$ cat src/rtl/adc_ctrl_pkg.sv
/*
 * Shared constants for the converter sequencer: register indices, field
 * positions, reset values, divider table and sequencing counts.
 * Assumes a 32-bit Avalon-MM slave addressed by word index.
 */
package adc_ctrl_pkg;

	// register indices (word address on the slave port)
	localparam logic [7:0] IDX_PIN_SEL_HIGH = 8'h91;
	localparam logic [7:0] IDX_CONTROL = 8'h93;
	localparam logic [7:0] IDX_TIMING = 8'h94;
	localparam logic [7:0] IDX_PIN_SEL_LOW = 8'h95;
	localparam logic [7:0] IDX_RESULT_LOW = 8'h96;
	localparam logic [7:0] IDX_RESULT_HIGH = 8'h97;

	// reset values
	localparam logic [7:0] RST_BYTE = 8'h00;

	// control register fields
	localparam int CTL_ON = 7;
	localparam int CTL_FLAG = 6;
	localparam int CTL_CMP = 5;
	localparam int CTL_SEL_HI = 4;
	localparam int CTL_SEL_LO = 1;
	localparam int CTL_START = 0;

	// timing register fields
	localparam int TIM_DIV_HI = 7;
	localparam int TIM_DIV_LO = 5;
	localparam int TIM_LEN_HI = 3;
	localparam int TIM_LEN_LO = 0;

	// pin select high register fields
	localparam int PSH_REF = 7;
	localparam int PSH_PINS_HI = 4;

	// widths and counts
	localparam int RES_W = 12;
	localparam int NUM_PINS = 13;
	localparam int LOW_NIB_W = 4;
	localparam logic [3:0] SEL_LAST_CODE = 4'hd;
	localparam logic [3:0] CONV_PERIODS = 4'hc;
	localparam logic [4:0] SAMPLE_MIN = 5'h02;
	localparam logic [4:0] SAMPLE_MAX = 5'h0f;
	localparam logic [3:0] SAMPLE_ONE = 4'h1;

	// converter clock period in system clocks, by divider code
	function automatic logic [5:0] div_period(input logic [2:0] code);
		case (code)
			3'h0: div_period = 6'h02;
			3'h1: div_period = 6'h04;
			3'h2: div_period = 6'h06;
			3'h3: div_period = 6'h08;
			3'h4: div_period = 6'h0c;
			3'h5: div_period = 6'h10;
			3'h6: div_period = 6'h18;
			default: div_period = 6'h20;
		endcase
	endfunction

	typedef enum {ST_IDLE, ST_SAMPLE, ST_CONVERT} seq_state_e;

endpackage

$ cat src/rtl/conv_tick_if.sv
/*
 * Carrier between the sequencer and its converter clock divider.
 * Assumes both ends share the system clock.
 */
`timescale 1ns/1ps
interface conv_tick_if;
	logic run;
	logic [2:0] code;
	logic tick;

	modport seq (output run, output code, input tick);
	modport div (input run, input code, output tick);
endinterface

$ cat src/rtl/adc_sequencer.sv
/*
 * Successive-approximation converter sequencer with continuous digital
 * compare, register file on Avalon-MM, and analog core control.
 * Assumes an analog core whose comparator output settles within one
 * converter clock period of a new trial code being applied.
 */
// The Avalon-MM slave port was left to the implementer.
// Behaviour
// - on completion load result, set flag; flag level requests the interrupt.
// - exactly one of 14 inputs routes to the shared converter.
// - compare mode flags only when digitised input exceeds stored value.
// - compare mode repeats for as long as start stays set.
// - runs in idle, request wakes idle; inactive in power-down.
// - control bit 7 switches the converter off or on.
// - control bit 5 enables compare mode.
// - control bits 4..1 select input; 0..12 external, 13 reference.
// - writing start begins work; conversion completion clears it.
// - clearing start mid-conversion aborts the conversion.
// - in compare mode hardware never clears start.
// - timing bits 7..5 pick converter clock 2..32 system clocks.
// - timing bits 3..0 plus one give sample length.
// - sample length clamped between 2 and 15 converter clocks.
// - conversion takes 12 converter clocks after sampling.
// - 13-bit pin analog enable split across two registers.
// - bit 7 of second pin register enables reference source.
// - result high byte holds upper eight bits, low nibble lower four.
// - in compare mode result registers are the threshold.
`timescale 1ns/1ps
module adc_sequencer (
	// clock and reset
	input wire logic i_ref_clk,
	input wire logic i_rst_n,
	// avalon-mm register slave
	input wire logic [7:0] i_avs_address,
	input wire logic i_avs_read,
	input wire logic i_avs_write,
	input wire logic [31:0] i_avs_writedata,
	input wire logic [3:0] i_avs_byteenable,
	output logic [31:0] o_avs_readdata,
	output logic o_avs_waitrequest,
	// power state from the clock controller
	input wire logic i_power_down,
	// analog core
	input wire logic i_cmp_above,
	output logic o_core_enable,
	output logic o_sample,
	output logic [3:0] o_channel_sel,
	output logic [11:0] o_trial_code,
	output logic [12:0] o_pin_analog_enable,
	output logic o_reference_enable,
	// interrupt request to the system
	output logic o_irq_request
);

	// register contents
	logic [7:0] control_reg;
	logic [2:0] div_code_reg;
	logic [3:0] sample_len_reg;
	logic [12:0] pin_enable_reg;
	logic ref_enable_reg;
	logic [7:0] result_high_reg;
	logic [3:0] result_low_reg;

	// bus slave state
	logic wait_reg;
	logic [31:0] readdata_reg;
	logic [31:0] readdata_next;

	// sequencer state
	adc_ctrl_pkg::seq_state_e state_reg;
	logic [4:0] period_cnt_reg;
	logic [3:0] bit_idx_reg;
	logic [11:0] acc_reg;
	logic [3:0] channel_reg;
	logic sample_reg;
	logic core_en_reg;

	// comparator synchroniser
	logic [2:0] cmp_sync_reg;
	logic cmp_level_reg;

	// events from the sequencer
	logic conv_done;
	logic cmp_hit;
	logic keep_going;
	logic [4:0] sample_periods;
	logic [11:0] threshold;
	logic [11:0] acc_decided;
	logic [11:0] trial_mask;

	conv_tick_if tk ();

	conv_clock_div u_div (
		.i_ref_clk(i_ref_clk),
		.i_rst_n(i_rst_n),
		.tk(tk.div)
	);

	// divider runs only while sampling or converting
	assign tk.run = (state_reg != adc_ctrl_pkg::ST_IDLE);
	assign tk.code = div_code_reg;

	// bus write strobe: taken at the edge where waitrequest is low
	logic bus_wr;
	assign bus_wr = i_avs_write && !wait_reg && i_avs_byteenable[0];

	// clamped sample length in converter clocks
	always_comb begin
		sample_periods = {1'b0, sample_len_reg} + {1'b0, adc_ctrl_pkg::SAMPLE_ONE};
		if (sample_periods < adc_ctrl_pkg::SAMPLE_MIN) begin
			sample_periods = adc_ctrl_pkg::SAMPLE_MIN;
		end
		if (sample_periods > adc_ctrl_pkg::SAMPLE_MAX) begin
			sample_periods = adc_ctrl_pkg::SAMPLE_MAX;
		end
	end

	// threshold read straight from the result registers
	assign threshold = {result_high_reg, result_low_reg};

	// current trial bit and the decided accumulator for this period
	assign trial_mask = 12'h001 << bit_idx_reg;
	assign acc_decided = cmp_level_reg ? acc_reg : (acc_reg & ~trial_mask);

	// work may continue only while enabled, started and powered
	assign keep_going = control_reg[adc_ctrl_pkg::CTL_ON]
		&& control_reg[adc_ctrl_pkg::CTL_START] && !i_power_down;

	// completion events on the last converter clock of a conversion
	assign conv_done = (state_reg == adc_ctrl_pkg::ST_CONVERT) && tk.tick
		&& keep_going && (bit_idx_reg == 4'h0);
	assign cmp_hit = conv_done && control_reg[adc_ctrl_pkg::CTL_CMP]
		&& (acc_decided > threshold);

	// comparator input: three stages, a change counts when two agree
	always_ff @(posedge i_ref_clk or negedge i_rst_n) begin
		if (!i_rst_n) begin
			cmp_sync_reg <= 3'h0;
			cmp_level_reg <= 1'b0;
		end else begin
			cmp_sync_reg <= {cmp_sync_reg[1:0], i_cmp_above};
			if (cmp_sync_reg[1] == cmp_sync_reg[2]) begin
				cmp_level_reg <= cmp_sync_reg[2];
			end
		end
	end

	// sequencer: idle, sample, then one bit decision per converter clock
	always_ff @(posedge i_ref_clk or negedge i_rst_n) begin
		if (!i_rst_n) begin
			state_reg <= adc_ctrl_pkg::ST_IDLE;
			period_cnt_reg <= 5'h00;
			bit_idx_reg <= 4'h0;
			acc_reg <= 12'h000;
			channel_reg <= 4'h0;
			sample_reg <= 1'b0;
		end else begin
			case (state_reg)
				adc_ctrl_pkg::ST_IDLE: begin
					sample_reg <= 1'b0;
					if (keep_going) begin
						state_reg <= adc_ctrl_pkg::ST_SAMPLE;
						channel_reg <= control_reg[adc_ctrl_pkg::CTL_SEL_HI:
							adc_ctrl_pkg::CTL_SEL_LO];
						period_cnt_reg <= sample_periods;
						sample_reg <= 1'b1;
					end
				end
				adc_ctrl_pkg::ST_SAMPLE: begin
					if (!keep_going) begin
						state_reg <= adc_ctrl_pkg::ST_IDLE;
						sample_reg <= 1'b0;
					end else if (tk.tick) begin
						if (period_cnt_reg == 5'h01) begin
							state_reg <= adc_ctrl_pkg::ST_CONVERT;
							sample_reg <= 1'b0;
							bit_idx_reg <= adc_ctrl_pkg::CONV_PERIODS - 4'h1;
							acc_reg <= 12'h800;
						end else begin
							period_cnt_reg <= period_cnt_reg - 5'h01;
						end
					end
				end
				adc_ctrl_pkg::ST_CONVERT: begin
					if (!keep_going) begin
						state_reg <= adc_ctrl_pkg::ST_IDLE;
					end else if (tk.tick) begin
						if (bit_idx_reg == 4'h0) begin
							acc_reg <= acc_decided;
							if (control_reg[adc_ctrl_pkg::CTL_CMP]) begin
								// compare mode samples again at once
								state_reg <= adc_ctrl_pkg::ST_SAMPLE;
								period_cnt_reg <= sample_periods;
								sample_reg <= 1'b1;
							end else begin
								state_reg <= adc_ctrl_pkg::ST_IDLE;
							end
						end else begin
							bit_idx_reg <= bit_idx_reg - 4'h1;
							acc_reg <= acc_decided | (trial_mask >> 1);
						end
					end
				end
				default: begin
					state_reg <= adc_ctrl_pkg::ST_IDLE;
					sample_reg <= 1'b0;
				end
			endcase
		end
	end

	// control register: set of the flag wins over a software clear
	always_ff @(posedge i_ref_clk or negedge i_rst_n) begin
		if (!i_rst_n) begin
			control_reg <= adc_ctrl_pkg::RST_BYTE;
		end else begin
			if (bus_wr && i_avs_address == adc_ctrl_pkg::IDX_CONTROL) begin
				control_reg[adc_ctrl_pkg::CTL_ON] <=
					i_avs_writedata[adc_ctrl_pkg::CTL_ON];
				control_reg[adc_ctrl_pkg::CTL_CMP] <=
					i_avs_writedata[adc_ctrl_pkg::CTL_CMP];
				control_reg[adc_ctrl_pkg::CTL_SEL_HI:adc_ctrl_pkg::CTL_SEL_LO] <=
					i_avs_writedata[adc_ctrl_pkg::CTL_SEL_HI:
					adc_ctrl_pkg::CTL_SEL_LO];
				// a fresh software write of start beats the hardware clear
				control_reg[adc_ctrl_pkg::CTL_START] <=
					i_avs_writedata[adc_ctrl_pkg::CTL_START];
				// software may only clear the flag; hardware set wins
				control_reg[adc_ctrl_pkg::CTL_FLAG] <= (conv_done
					&& (!control_reg[adc_ctrl_pkg::CTL_CMP] || cmp_hit))
					|| (control_reg[adc_ctrl_pkg::CTL_FLAG]
					&& i_avs_writedata[adc_ctrl_pkg::CTL_FLAG]);
			end else begin
				if (conv_done && (!control_reg[adc_ctrl_pkg::CTL_CMP] || cmp_hit)) begin
					control_reg[adc_ctrl_pkg::CTL_FLAG] <= 1'b1;
				end
				if (conv_done && !control_reg[adc_ctrl_pkg::CTL_CMP]) begin
					control_reg[adc_ctrl_pkg::CTL_START] <= 1'b0;
				end
			end
		end
	end

	// timing and pin configuration registers
	always_ff @(posedge i_ref_clk or negedge i_rst_n) begin
		if (!i_rst_n) begin
			div_code_reg <= 3'h0;
			sample_len_reg <= 4'h0;
			pin_enable_reg <= 13'h0000;
			ref_enable_reg <= 1'b0;
		end else if (bus_wr) begin
			case (i_avs_address)
				adc_ctrl_pkg::IDX_TIMING: begin
					div_code_reg <= i_avs_writedata[adc_ctrl_pkg::TIM_DIV_HI:
						adc_ctrl_pkg::TIM_DIV_LO];
					sample_len_reg <= i_avs_writedata[adc_ctrl_pkg::TIM_LEN_HI:
						adc_ctrl_pkg::TIM_LEN_LO];
				end
				adc_ctrl_pkg::IDX_PIN_SEL_LOW: begin
					pin_enable_reg[7:0] <= i_avs_writedata[7:0];
				end
				adc_ctrl_pkg::IDX_PIN_SEL_HIGH: begin
					pin_enable_reg[adc_ctrl_pkg::NUM_PINS-1:8] <=
						i_avs_writedata[adc_ctrl_pkg::PSH_PINS_HI:0];
					ref_enable_reg <= i_avs_writedata[adc_ctrl_pkg::PSH_REF];
				end
				default: begin
				end
			endcase
		end
	end

	// result registers: a finished conversion outside compare mode beats a software write
	always_ff @(posedge i_ref_clk or negedge i_rst_n) begin
		if (!i_rst_n) begin
			result_high_reg <= adc_ctrl_pkg::RST_BYTE;
			result_low_reg <= 4'h0;
		end else if (conv_done && !control_reg[adc_ctrl_pkg::CTL_CMP]) begin
			result_high_reg <= acc_decided[adc_ctrl_pkg::RES_W-1:
				adc_ctrl_pkg::LOW_NIB_W];
			result_low_reg <= acc_decided[adc_ctrl_pkg::LOW_NIB_W-1:0];
		end else if (bus_wr && i_avs_address == adc_ctrl_pkg::IDX_RESULT_HIGH) begin
			result_high_reg <= i_avs_writedata[7:0];
		end else if (bus_wr && i_avs_address == adc_ctrl_pkg::IDX_RESULT_LOW) begin
			result_low_reg <= i_avs_writedata[adc_ctrl_pkg::LOW_NIB_W-1:0];
		end
	end

	// read mux; reserved bits and unmapped words read zero
	always_comb begin
		readdata_next = 32'h0000_0000;
		case (i_avs_address)
			adc_ctrl_pkg::IDX_CONTROL: readdata_next[7:0] = control_reg;
			adc_ctrl_pkg::IDX_TIMING: readdata_next[7:0] =
				{div_code_reg, 1'b0, sample_len_reg};
			adc_ctrl_pkg::IDX_PIN_SEL_LOW: readdata_next[7:0] =
				pin_enable_reg[7:0];
			adc_ctrl_pkg::IDX_PIN_SEL_HIGH: readdata_next[7:0] =
				{ref_enable_reg, 2'b00, pin_enable_reg[12:8]};
			adc_ctrl_pkg::IDX_RESULT_LOW: readdata_next[7:0] =
				{4'h0, result_low_reg};
			adc_ctrl_pkg::IDX_RESULT_HIGH: readdata_next[7:0] = result_high_reg;
			default: readdata_next = 32'h0000_0000;
		endcase
	end

	// one wait cycle per access; read data captured as wait drops
	always_ff @(posedge i_ref_clk or negedge i_rst_n) begin
		if (!i_rst_n) begin
			wait_reg <= 1'b1;
			readdata_reg <= 32'h0000_0000;
		end else if (wait_reg && (i_avs_read || i_avs_write)) begin
			wait_reg <= 1'b0;
			readdata_reg <= readdata_next;
		end else begin
			wait_reg <= 1'b1;
		end
	end

	// core enable as a registered level so the pin never glitches
	always_ff @(posedge i_ref_clk or negedge i_rst_n) begin
		if (!i_rst_n) begin
			core_en_reg <= 1'b0;
		end else begin
			core_en_reg <= control_reg[adc_ctrl_pkg::CTL_ON] && !i_power_down;
		end
	end

	// outputs, all from flip-flops
	assign o_avs_waitrequest = wait_reg;
	assign o_avs_readdata = readdata_reg;
	assign o_core_enable = core_en_reg;
	assign o_sample = sample_reg;
	assign o_channel_sel = channel_reg;
	assign o_trial_code = acc_reg;
	assign o_pin_analog_enable = pin_enable_reg;
	assign o_reference_enable = ref_enable_reg;
	// level request; the system interrupt enable gates it and wakes idle
	assign o_irq_request = control_reg[adc_ctrl_pkg::CTL_FLAG];

endmodule

$ cat src/rtl/conv_clock_div.sv
/*
 * Converter clock divider: one tick per converter clock period.
 * Assumes run drops between conversions so each one starts phase-aligned.
 */
`timescale 1ns/1ps
module conv_clock_div (
	// clock and reset
	input wire logic i_ref_clk,
	input wire logic i_rst_n,
	// sequencer side
	conv_tick_if.div tk
);

	logic [5:0] count_reg;
	logic tick_reg;

	// period counter, held at one while stopped
	always_ff @(posedge i_ref_clk or negedge i_rst_n) begin
		if (!i_rst_n) begin
			count_reg <= 6'h00;
			tick_reg <= 1'b0;
		end else if (!tk.run) begin
			// tick is registered: start one ahead so the first period is exact
			count_reg <= 6'h01;
			tick_reg <= 1'b0;
		end else if (count_reg == adc_ctrl_pkg::div_period(tk.code) - 6'h01) begin
			count_reg <= 6'h00;
			tick_reg <= 1'b1;
		end else begin
			count_reg <= count_reg + 6'h01;
			tick_reg <= 1'b0;
		end
	end

	assign tk.tick = tick_reg;

endmodule

$ cat config.mk
export PLATFORM = sky130hd
export DESIGN_NAME = adc_sequencer
export DESIGN_NICKNAME = d
export VERILOG_FILES = /design/src/rtl/adc_ctrl_pkg.sv /design/src/rtl/conv_tick_if.sv /design/src/rtl/adc_sequencer.sv /design/src/rtl/conv_clock_div.sv
export SDC_FILE = /design/constraint.sdc
export NUM_CORES = 1
export LEC_CHECK = 0
export BUFFER_PORTS_ARGS = -buffer_cell sky130_fd_sc_hd__buf_2
export CORE_MARGIN = 2
export CORE_UTILIZATION = 55
export DETAILED_ROUTE_END_ITERATION = 16
export GPL_TIMING_DRIVEN = 0
export PLACE_DENSITY = 0.84
export SKIP_LAST_GASP = 1
export SYNTH_ARGS = -nofsm -noshare
export SYNTH_HDL_FRONTEND = slang
export SYNTH_HIERARCHICAL = 1
export SYNTH_SLANG_ARGS = --single-unit
$ cat constraint.sdc
create_clock -name i_ref_clk -period 2.9 [get_ports i_ref_clk]
set_input_delay 0.29 -clock i_ref_clk [delete_from_list [all_inputs] [get_ports i_ref_clk]]
set_output_delay 0.29 -clock i_ref_clk [all_outputs]
set_load 0.01 [all_outputs]
==> reports/summary.txt <==
Largest cells by area after synthesis -> dfrtp_1 (43%), mux2_2 (6.9%), ha_1 (5.5%)
Crit path launch type -> flop
Status -> finished clean
Top Family by Delay on Critical Path -> compound AO/OA/AOI/OAI gates
Placer Congestion -> 0.971
Final period utilization -> 94.5%
Worst path slowest cell -> dfrtp_1
Main synth FF type -> dfrtp_1
Leakage -> 0.00305 uW
Combinational power share -> 7.2%
Net Sw Frac -> 25.0%
Detail Route Antenna Nets -> 0
Area growth, synth to finish -> 15.6%
Worst path max stage delay -> 0.42 ns
Flops & latches, synth -> 90
Hold WC Path Type -> primary input to flop
First-pass GRT wire length -> 19.7 mm
Pins Over Slew Limit -> 0
Initial drt markers -> 223
Vias in the first global route -> 3887
Mapped Cells -> 504
Buf/Inv on CP -> 1
Setup-failing EPs final -> 0
Min Hold Slack -> 0.0262 ns
Port buffer count -> 62
Netlist cell types -> 63
GRT Total Usage -> 24.5%
Pwr/cell area -> 408 mW/mm^2
Die Y -> 101 um
CP Data Required Time -> 3.14 ns
Placed cells -> 701
Clk sink count -> 90
Max-slew headroom -> 58.2%
CP endpoint kind -> flop
Rows -> 35
Worst VDD drop -> 0.281 mV
Final non-filler cell total -> 718
Max Root-Sink Buffers -> 2
Slew at the pin closest to its max-slew limit -> 0.624 ns
CTS clock-pin slew for the worst setup and hold paths -> 0.10 ns
Root Buffer -> clkbuf_8
DIE WIDTH -> 101 um
Max FFs per register -> 13
Biggest area consumer among synthesized cells -> dfrtp_1
Final net count -> 675
RSZ-0062 raised after global routing -> false
DRT Pass-1 Iters -> 5
Crit Path Category -> flop to flop
Register area share after synthesis -> 43.3%
Arr. time, crit path -> 2.98 ns
Fraction of registers with async set/reset -> 100%
Layout cells sized above 1 -> 29.8%
Total clock buffers created by CTS -> 9
DR vias -> 4191
Initial antenna violation count -> 0
P_int -> 1840 uW
Routed vias/inst -> 5.84
Mean Syn Cell Area -> 10.3 sq um
Fin. Hold Viols -> 0
Final min period -> 2.74 ns
# diodes -> 0
Synth warn -> 6
Synth top area share -> 42.7%
Post-CTS setup repair buffer count -> 0
Die area -> 0.0103 sq mm
Post-synth EDFFs -> 0
Total negative slack -> 0 ns
Initial Util -> 56.7%
Fillers -> 684
Flop pwr share -> 52.2%
Pin count of the biggest net entering global routing -> 48
Internal reg-to-reg setup slack -> 0.16 ns
DR WL/cell -> 16.9 um
Clock power share -> 40.6%
Worst-Skew Late Latency -> 0.36 ns
Sw Pwr -> 615 uW
Routed Wire Length -> 12.2 mm
H-tree depth -> 3
CP Cell Sequence -> inv_1, ha_1, nor2b_2, a21boi_0, ha_1, nor2b_1, o211ai_1, a21oi_1, nor4_1, o211ai_1
DP HPWL -> 9.09 mm
Core Box Area -> 0.00920 sq mm
Core Util, Final -> 65.5%
Fmax achieved -> 365 MHz
Clock Skew -> 0.00785 ns
CP max FO -> 5
DRC viols -> 0
IO Pins -> 116
Mapped cell area -> 0.00521 sq mm
Max-cap check violation count -> 0
TritonCTS clock tree -> built
Total gr overflow -> 0
## layout make-up
type / instances / area (sq um) / share of cell area (%)
clock inverters: 7 / 106 / 1.77
well taps: 111 / 139 / 2.31
repair buffers: 64 / 350 / 5.82
multi-input cells: 371 / 2690 / 44.6
clock buffers: 9 / 124 / 2.06
inverters: 23 / 86.3 / 1.43
plain buffers: 43 / 279 / 4.63
flip-flops and latches: 90 / 2250 / 37.4
## cell usage in the layout (no fill, tap or decap), types with 6 or more instances in the layout
| cell type | synthesis | routed |
|---|---|---|
| nor2_1 | 17 | 17 |
| nor2b_1 | 12 | 10 |
| nand2b_1 | 10 | 10 |
| nand2_1 | 39 | 39 |
| a21oi_2 | 11 | 11 |
| xor2_1 | 8 | 8 |
| nand3_1 | 7 | 7 |
| dfrtp_1 | 89 | 89 |
| clkbuf_1 | 6 | 6 |
| nor2_2 | 8 | 8 |
| a21oi_1 | 30 | 30 |
| o21ai_1 | 13 | 15 |
| conb_1 | 1 | 24 |
| a211oi_1 | 6 | 6 |
| ha_1 | 23 | 22 |
| a21boi_0 | 7 | 7 |
| inv_1 | 23 | 23 |
| mux2_2 | 32 | 32 |
| buf_4 | 24 | 25 |
| mux2i_1 | 17 | 17 |
| nor3_1 | 6 | 6 |
| o21ai_0 | 24 | 22 |
| clkbuf_8 | 0 | 9 |
| a22oi_1 | 6 | 6 |
| buf_2 | 10 | 71 |
## Yosys cell counts (4+ instances only)
master and count:
a211oi_1 6, a21boi_0 7, a21oi_1 30, a21oi_2 11, a22oi_1 6, buf_2 10
buf_4 24, clkbuf_1 6, dfrtp_1 89, ha_1 23, inv_1 23, mux2_2 32
mux2i_1 17, mux4_2 5, nand2_1 39, nand2b_1 10, nand3_1 7, nand3b_1 5
nor2_1 17, nor2_2 8, nor2b_1 12, nor3_1 6, nor4_1 4, o211ai_1 5
o21ai_0 24, o21ai_1 13, xnor2_1 4, xor2_1 8
## power by group through the flow
stage          Combinational [uW]  Sequential (uW)  Clock [uW]
2_1_floorplan                99.8             1300           0
4_1_cts                       176             1280        1010
6_report                      177             1280         999
3_5_place_dp                  175             1310           0
3_3_place_gp                  164             1310           0
5_1_grt                       196             1280        1060
## cells by family (layout without fill, tap and decap cells)
kind of cell | after synthesis | count (layout) | share of synthesized area (%)
AND/OR/NAND/NOR | 132 | 132 | 14.2
AO/OA/AOI/OAI | 123 | 123 | 15.0
flip-flops | 90 | 90 | 43.3
buffers and inverters | 66 | 146 | 7.01
multiplexers | 56 | 56 | 12.8
adder cells (fa/ha/maj) | 24 | 24 | 5.72
XOR/XNOR | 12 | 12 | 2.02
other | 1 | 24 | 0.0720
## timing repair
action                                  4_1_cts  5_1_grt
endpoints found under the setup margin        0        1
resized for setup                             0        5
hold buffers                                  1        0
endpoints found under the hold margin        43        0
## path summary, 6_finish.rpt
kind | startpoint | to | cells past startpoint
setup / recovery | bit_idx_reg[1]$_DFFE_PN0P_ | control_reg[6]$_DFFE_PN0P_ | 10
hold / removal | i_cmp_above | cmp_sync_reg[0]$_DFF_PN0_ | 1
setup reg to reg | bit_idx_reg[1]$_DFFE_PN0P_ | control_reg[6]$_DFFE_PN0P_ | 10
hold reg to reg | cmp_sync_reg[0]$_DFF_PN0_ | cmp_sync_reg[1]$_DFF_PN0_ | 0
max in group asynchronous | i_rst_n | o_avs_waitrequest$_DFF_PN1_ | 3
min in group asynchronous | i_rst_n | cmp_sync_reg[0]$_DFF_PN0_ | 2
## through the flow
step	total power [uW]	worst slack (ns)	instance area (sq um)
floorplan	1400	0.494	5300
global placement	1470	0.137	5750
detailed placement	1480	0.104	5780
CTS	2470	0.0752	6020
global route	2550	0.0338	6020
finish	2460	0.159	6020
## layer usage
layer,global-route usage [%],up-vias,share of wire [%]
li1,-,1948,-
met1,34.7,2032,45
met2,37.4,182,46
met3,3.86,29,6.8
met4,11.2,0,2.7
met5,0,-,0
(Power assumes the default switching activity.)
